==> config.mk <==
export PLATFORM = sky130hd
export DESIGN_NAME = phy_strap_option_latch
export DESIGN_NICKNAME = d
export VERILOG_FILES = /design/src/strap_latch_pkg.sv /design/src/phy_strap_option_latch.sv
export SDC_FILE = /design/constraint.sdc
export NUM_CORES = 1
export LEC_CHECK = 0
export ABC_AREA = 1
export ABC_CLOCK_PERIOD_IN_PS = 2200
export BUFFER_PORTS_ARGS = -buffer_cell sky130_fd_sc_hd__buf_2
export CAP_MARGIN = 40
export CORE_MARGIN = 2
export CORE_UTILIZATION = 25
export DETAILED_ROUTE_END_ITERATION = 12
export SYNTH_ARGS = -nofsm -noshare
export SYNTH_HDL_FRONTEND = slang
export SYNTH_SLANG_ARGS = --single-unit
export TNS_END_PERCENT = 100
==> constraint.sdc <==
create_clock -name clk -period 2.2 [get_ports clk]
set_clock_uncertainty 0.15 [all_clocks]
set_input_delay 0.33 -clock clk [delete_from_list [all_inputs] [get_ports clk]]
set_output_delay 0.33 -clock clk [all_outputs]
set_load 0.02 [all_outputs]
==> src/strap_latch_pkg.sv <==
/*
 * constants, field layout and carrier types for the strap option latch.
 * assumes one 20 mhz clock and an apb master that holds each request until
 * pready is sampled high.
 */
// How it works
// straps are sampled as chip reset releases and used from then on.
// low three management address bits come from straps; pulls give one.
// management address bits four and three are fixed at zero.
// address zero is broadcast unless strap high or bit 9 of 16h set.
// mode field: 000 normal, 110 back-to-back, others reserved and unused.
// isolate strap loads control register 0h bit 10; high enables isolate.
// speed strap loads 0h bit 13; high means 100 mbps, low 10 mbps.
// speed strap also sets the advertised speed capability in register 4h.
// duplex strap loads 0h bit 8; high half duplex, low full duplex.
// autoneg strap loads 0h bit 12; high enables auto-negotiation.
// test tree mode is entered only when its strap is sampled low.
// broadcast-disable strap is held; high makes address zero unique.
// shared pins stay inputs during reset, then switch to output function.
// captured strap values stay fixed until the next chip reset.
`default_nettype none
package strap_latch_pkg;
    // strap pin positions in the shared pin vector
    localparam int PIN_ADDR0 = 0;
    localparam int PIN_ADDR2 = 2;
    localparam int PIN_CFG0 = 3;
    localparam int PIN_CFG2 = 5;
    localparam int PIN_ISO = 6;
    localparam int PIN_SPEED = 7;
    localparam int PIN_DUPLEX = 8;
    localparam int PIN_AUTONEG = 9;
    localparam int PIN_BCAST = 10;
    localparam int PIN_NAND = 11;
    localparam int NUM_PINS = 12;
    // internal pull levels: addr0, speed, duplex, autoneg, nand pulled up
    localparam logic [11:0] STRAP_DEFAULT = 12'hb81;

    // register indices as printed, byte address is four times the index
    localparam logic [7:0] BASIC_CTRL_IDX = 8'h00;
    localparam logic [7:0] ADV_IDX = 8'h04;
    localparam logic [7:0] PHY_CTRL_IDX = 8'h16;
    localparam logic [7:0] STRAP_STAT_IDX = 8'h20;

    // field positions
    localparam int BC_SPEED = 13;
    localparam int BC_AUTONEG = 12;
    localparam int BC_ISOLATE = 10;
    localparam int BC_DUPLEX = 8;
    localparam int PC_BCAST_OFF = 9;
    localparam logic [15:0] BC_MASK = 16'h3500;
    localparam logic [15:0] ADV_MASK = 16'h01e0;
    localparam logic [15:0] PC_MASK = 16'h0200;
    localparam logic [15:0] ADV_SELECTOR = 16'h0001;
    localparam logic [15:0] ADV_CAP_100 = 16'h0180;
    localparam logic [15:0] ADV_CAP_10 = 16'h0060;

    // values after reset
    localparam logic [15:0] BASIC_CTRL_RST = 16'h3100;
    localparam logic [15:0] ADV_RST = 16'h01e1;
    localparam logic [15:0] PHY_CTRL_RST = 16'h0000;
    localparam logic [1:0] MGMT_ADDR_HI = 2'h0;

    // synchroniser depth before the capture edge
    localparam logic [1:0] SETTLE_CYCLES = 2'h2;

    typedef enum logic [2:0] {
        MODE_MII = 3'h0,
        MODE_B2B = 3'h6
    } host_mode_t;

    typedef enum logic [1:0] {
        ST_SETTLE = 2'b01,
        ST_RUN = 2'b10
    } fsm_t;

    typedef struct packed {
        logic straps_valid;
        logic [4:0] mgmt_addr;
        logic addr0_bcast;
        logic [2:0] host_mode;
        logic host_mode_ok;
        logic isolate;
        logic speed_100;
        logic duplex_full;
        logic autoneg_en;
        logic nand_tree_en;
    } cfg_t;

    typedef struct packed {
        fsm_t fsm;
        logic [1:0] settle_cnt;
        logic [11:0] sync1;
        logic [11:0] sync2;
        logic [11:0] strap_lat;
        logic [15:0] basic_ctrl;
        logic [15:0] adv;
        logic [15:0] phy_ctrl;
        logic [31:0] prdata;
    } state_t;
endpackage : strap_latch_pkg
`default_nettype wire

==> src/phy_strap_option_latch.sv <==
/*
 * strap option latch: captures board strap levels after chip reset,
 * holds them as the power-on configuration and exposes the settings
 * registers over apb.
 * assumes strap pins are asynchronous to clk, the apb master is on clk,
 * and the core drives func_out on clk.
 */
// Design decisions made here: the APB slave port and the address map.
`default_nettype none
module phy_strap_option_latch #(
    parameter int ADDR_W = 8
) (
    input wire logic clk,
    input wire logic arst_n,
    input wire logic psel,
    input wire logic penable,
    input wire logic pwrite,
    input wire logic [ADDR_W-1:0] paddr,
    input wire logic [31:0] pwdata,
    input wire logic [3:0] pstrb,
    output logic [31:0] prdata,
    output logic pready,
    output logic pslverr,
    input wire logic [strap_latch_pkg::NUM_PINS-1:0] strap_pin_in,
    output logic [strap_latch_pkg::NUM_PINS-1:0] pin_out,
    output logic [strap_latch_pkg::NUM_PINS-1:0] pin_oe_n,
    input wire logic [strap_latch_pkg::NUM_PINS-1:0] func_out,
    input wire logic [4:0] frame_addr,
    output logic addr_hit,
    output strap_latch_pkg::cfg_t cfg
);
    import strap_latch_pkg::*;

    initial begin
        if (ADDR_W < 8) begin
            $error("ADDR_W must be at least 8");
        end
    end

    state_t s_r;
    state_t s_nxt;

    logic capture_now;
    logic [7:0] word_idx;
    logic [ADDR_W+1:0] paddr_ext;
    logic idx_ok;
    logic mapped;
    logic high_zero;
    logic [31:0] rd_word;
    logic [11:0] st;
    logic addr0_bcast;

    // merge a write under byte enables, only the writable bits change
    function automatic logic [15:0] merge16(
        input logic [15:0] old,
        input logic [31:0] wdata,
        input logic [3:0] strb,
        input logic [15:0] mask
    );
        logic [15:0] m;
        m = mask & {{8{strb[1]}}, {8{strb[0]}}};
        merge16 = (old & ~m) | (wdata[15:0] & m);
    endfunction : merge16

    // advertisement follows the speed strap
    function automatic logic [15:0] adv_from_speed(input logic speed);
        adv_from_speed = speed ? (ADV_SELECTOR | ADV_CAP_100 | ADV_CAP_10)
                               : (ADV_SELECTOR | ADV_CAP_10);
    endfunction : adv_from_speed

    assign st = s_r.strap_lat;
    assign capture_now = (s_r.fsm == ST_SETTLE)
                       && (s_r.settle_cnt == SETTLE_CYCLES);
    // pad the bus address so the index field exists for the narrowest bus
    assign paddr_ext = {2'b00, paddr};
    assign word_idx = paddr_ext[9:2];

    // address decode
    always_comb begin
        high_zero = 1'b1;
        for (int i = 10; i < ADDR_W; i++) begin
            if (paddr[i]) begin
                high_zero = 1'b0;
            end
        end
        idx_ok = (paddr[1:0] == 2'h0) && high_zero;
        mapped = 1'b0;
        rd_word = 32'h0000_0000;
        if (!idx_ok) begin
            mapped = 1'b0;
        end else if (word_idx == BASIC_CTRL_IDX) begin
            mapped = 1'b1;
            rd_word = {16'h0000, s_r.basic_ctrl};
        end else if (word_idx == ADV_IDX) begin
            mapped = 1'b1;
            rd_word = {16'h0000, s_r.adv};
        end else if (word_idx == PHY_CTRL_IDX) begin
            mapped = 1'b1;
            rd_word = {16'h0000, s_r.phy_ctrl};
        end else if (word_idx == STRAP_STAT_IDX) begin
            mapped = 1'b1;
            rd_word = {15'h0000, (s_r.fsm == ST_RUN), 4'h0, s_r.strap_lat};
        end
    end

    always_comb begin
        s_nxt = s_r;
        // two-flop synchroniser on the strap pins
        s_nxt.sync1 = strap_pin_in;
        s_nxt.sync2 = s_r.sync1;
        case (s_r.fsm)
            ST_SETTLE: begin
                if (capture_now) begin
                    // first synchronised sample after release is the strap
                    s_nxt.strap_lat = s_r.sync2;
                    s_nxt.basic_ctrl = PHY_CTRL_RST;
                    s_nxt.basic_ctrl[BC_ISOLATE] = s_r.sync2[PIN_ISO];
                    s_nxt.basic_ctrl[BC_SPEED] = s_r.sync2[PIN_SPEED];
                    s_nxt.basic_ctrl[BC_DUPLEX] = s_r.sync2[PIN_DUPLEX];
                    s_nxt.basic_ctrl[BC_AUTONEG] =
                        s_r.sync2[PIN_AUTONEG];
                    s_nxt.adv = adv_from_speed(s_r.sync2[PIN_SPEED]);
                    s_nxt.fsm = ST_RUN;
                end else begin
                    s_nxt.settle_cnt = s_r.settle_cnt + 2'h1;
                end
            end
            ST_RUN: begin
                // straps frozen until the next reset
                s_nxt.strap_lat = s_r.strap_lat;
            end
            default: begin
                s_nxt.fsm = ST_SETTLE;
                s_nxt.settle_cnt = 2'h0;
            end
        endcase
        // writes take effect at the access edge; capture has priority
        if (psel && penable && pwrite && mapped && !capture_now) begin
            if (word_idx == BASIC_CTRL_IDX) begin
                s_nxt.basic_ctrl = merge16(s_r.basic_ctrl, pwdata, pstrb,
                                           BC_MASK);
            end else if (word_idx == ADV_IDX) begin
                s_nxt.adv = merge16(s_r.adv, pwdata, pstrb, ADV_MASK);
            end else if (word_idx == PHY_CTRL_IDX) begin
                s_nxt.phy_ctrl = merge16(s_r.phy_ctrl, pwdata, pstrb,
                                         PC_MASK);
            end
        end
        // read data registered in the setup cycle
        if (psel && !penable) begin
            s_nxt.prdata = rd_word;
        end
    end

    always_ff @(posedge clk or negedge arst_n) begin
        if (!arst_n) begin
            s_r.fsm <= ST_SETTLE;
            s_r.settle_cnt <= 2'h0;
            s_r.sync1 <= STRAP_DEFAULT;
            s_r.sync2 <= STRAP_DEFAULT;
            s_r.strap_lat <= STRAP_DEFAULT;
            s_r.basic_ctrl <= BASIC_CTRL_RST;
            s_r.adv <= ADV_RST;
            s_r.phy_ctrl <= PHY_CTRL_RST;
            s_r.prdata <= 32'h0000_0000;
        end else begin
            s_r <= s_nxt;
        end
    end

    assign prdata = s_r.prdata;
    assign pready = penable;
    assign pslverr = psel && penable && !mapped;

    // broadcast for address zero unless strap or software turns it off
    assign addr0_bcast = !st[PIN_BCAST]
                       && !s_r.phy_ctrl[PC_BCAST_OFF];

    always_comb begin
        cfg.straps_valid = (s_r.fsm == ST_RUN);
        cfg.mgmt_addr = {MGMT_ADDR_HI, st[PIN_ADDR2:PIN_ADDR0]};
        cfg.addr0_bcast = addr0_bcast;
        cfg.host_mode = st[PIN_CFG2:PIN_CFG0];
        cfg.host_mode_ok = (st[PIN_CFG2:PIN_CFG0] == MODE_MII)
                         || (st[PIN_CFG2:PIN_CFG0] == MODE_B2B);
        cfg.isolate = s_r.basic_ctrl[BC_ISOLATE];
        cfg.speed_100 = s_r.basic_ctrl[BC_SPEED];
        cfg.duplex_full = !s_r.basic_ctrl[BC_DUPLEX];
        cfg.autoneg_en = s_r.basic_ctrl[BC_AUTONEG];
        cfg.nand_tree_en = (s_r.fsm == ST_RUN) && !st[PIN_NAND];
    end

    assign addr_hit = (frame_addr == cfg.mgmt_addr)
                    || ((frame_addr == 5'h00) && addr0_bcast);

    // pins stay inputs until the straps are held, then normal output
    always_comb begin
        pin_out = '0;
        pin_oe_n = '1;
        if (s_r.fsm == ST_RUN) begin
            pin_out = func_out;
            pin_oe_n = '0;
            // interrupt pin is open drain: drive only the low level
            pin_out[PIN_NAND] = 1'b0;
            pin_oe_n[PIN_NAND] = func_out[PIN_NAND];
        end
    end
endmodule : phy_strap_option_latch
`default_nettype wire

==> flow_summary.yaml <==
floorplan:
  dieArea_mm2: 0.0187
  die_w_um: 137
  start_util_pct: 25.5
  io_pins: 153
  fp-row-count: 48
  fp.dieH_um: 137
  core-area_mm2: 0.0173
place:
  gp_congestion: 0.844
  portBuffers: 108
  dp_cells: 790
  dpl.hpwl_um: 7310
  postPlaceCellArea_mm2: 0.00488
clock_tree:
  cts-htree-levels: 3
  cts_buffers: 9
  clk_latency_ns: 0.33
  cts_tree: "built"
  cts-root-buf: "clkbuf_16"
  cts.path.max_buffers: 2
  clk_pin_slew_ns: 0.07
  cts.sinks: 90
synthesis:
  yosysWarnings: 0
  synth.avg_cell_area_um2: 8.84
  syn_inst: 499
  ys_types: 38
  seq_area_frac_synth_pct: 51.7
  ys_seq_elements: 90
  synth.cell_area_mm2: 0.00441
power:
  power_density_mw_per_mm2: 687
  ir_drop_v: 0.000304
  p_leak_nw: 2.99
worst_setup_path:
  crit_path_max_fanout: 3
  critical_path_class: "flop to primary output"
  crit_arrival_ns: 1.57
  r2r_slack_ns: 0.32
  reg2reg_depth: 11
  endpoint: "addr_hit"
  reg2reg_from: "s_r[116]"
  cp-start-kind: "flop"
  crit_start: "st[0]"
  end_kind: "primary output"
  required_ns: 1.72
route:
  drt-initial-drc-count: 151
  ant_nets: 0
  drtPass1Iterations: 4
  drt-wirelength-per-cell_um: 12.0
  viasPerCell: 3.88
  vias: 3178
  drc: 0
  routed_wl_um: 9860
outcome:
  status: "complete, no violations"
finish:
  area.growth.synth_to_final_pct: 20.6
  drive_gt1_share_pct: 31.3
  finalNonFillerCells: 820
  multi_input_area_mm2: 0.00141
  most-common-layout-cells: "nand2_1, buf_2, dfrtp_1"
  final_net_count: 669
  regArea_mm2: 0.00228
  final_util_pct: 30.8
  diodes: 0
  fill_cells: 1863
  mostFrequentLayoutCell: "nand2_1"
  final_cell_area_mm2: 0.00532
flow_run:
  cap_violations: 0
sta:
  setup_violations: 0
  timing.final.crit_share_pct: 93.3
  whs_ns: 0.145
  setup_tns_ns: 0
  rsz0062_at_grt: "false"
  hold_viol: 0
  worst_pin_slew_ns: 0.518
  slew_headroom_pct: 65.2
  fmax_mhz: 487
  finalCriticalPeriod_ns: 2.05
  drv_slew: 0
global_route:
  antenna_found_initial: 0
  grt_pass1_vias: 2976
  gr-total-overflow: 0
  grt_use_total_pct: 10.8
  grt_max_degree: 41
  grt_pass1_wl_um: 15500
worst_hold_path:
  hold_class: "input port to flop"
[layer usage]
metal / GRT usage [%] / up-vias / part of all wire, %
met1: 14.2 / 1468 / 47
met3: 2.41 / 17 / 3.3
met2: 17.1 / 56 / 46
li1: - / 1637 / -
met5: 0 / - / 0
met4: 4.75 / 0 / 3.1
[worst max-delay path: stages (launching register included)]
cell and delay, ns:
dfstp_2 0.58, xor2_1 0.08, nor2_1 0.10, nand2_1 0.06, a211oi_1 0.21, buf_2 0.21
[power by group]
group	internal (mW)	switching (mW)
registers	1.72	0.0275
clock network	0.899	0.672
logic	0.119	0.214
[cell families after synthesis]
family	synth area share [%]
simple gates	22.7
buf+inv	17.6
flops	51.7
compound gates	6.95
xor+xnor	0.596
fa+ha+maj	0.284
other cells	0.0850
[timing repair]
action                                  4_1_cts  5_1_grt
resized for setup                             0        0
buffers inserted                              0        1
endpoints found under the setup margin        0        1
hold endpoints to repair                     28        0
hold buffers                                 13        0
[state kept, by name, summed over array words and instances, names as in the netlist, named ones only]
signal and count:
s_r 40, prdata 17, s_nxt 12, st 12
[layout make-up]
| cell class | count | area share (%) |
|---|---|---|
| Multi-Input combinational cell | 286 | 26.6 |
| Clock inverter | 6 | 1.41 |
| Inverter | 72 | 5.20 |
| Sequential cell | 90 | 42.9 |
| Timing Repair Buffer | 131 | 14.3 |
| Tap cell | 225 | 5.29 |
| Clock buffer | 10 | 4.30 |
[per-stage QoR]
step           setup WS [ns]  power (mW)
2_1_floorplan         0.0613        1.98
3_3_place_gp           0.333        2.09
3_5_place_dp           0.314        2.10
4_1_cts               0.0586        3.70
5_1_grt               0.0173        3.82
6_report               0.147        3.65
[cells in the mapped netlist, drive strengths merged]
cell,n,area [um^2]
or2,1,6.26
buf,67,498
nand2,151,597
clkbuf,1,3.75
conb,1,3.75
nor3,2,21.3
clkinv,4,16.3
a22oi,9,67.6
o211ai,1,7.51
nand4,2,12.5
nor2,34,209
xnor2,1,8.76
a32o,1,10.0
dfrtp,66,1650
a21oi,7,35.0
inv,68,260
dfstp,24,631
o21ai,32,160
xor2,2,17.5
ha,1,12.5
o21bai,2,18.8
a211oi,1,7.51
nand3,21,155
[worst min path at each step]
stage	start	endpoint	slack, ns	depth (start not counted)
2_1_floorplan	arst_n	async pin	-0.12	0
3_3_place_gp	arst_n	s_r[57]	0.08	1
3_5_place_dp	arst_n	prdata[9]	0.08	1
4_1_cts	pstrb[0]	flop	0.14	4
5_1_grt	pstrb[0]	flop	0.16	4
6_report	pstrb[0]	flop	0.14	4
Note: power is estimated with default switching activity, not from simulation.
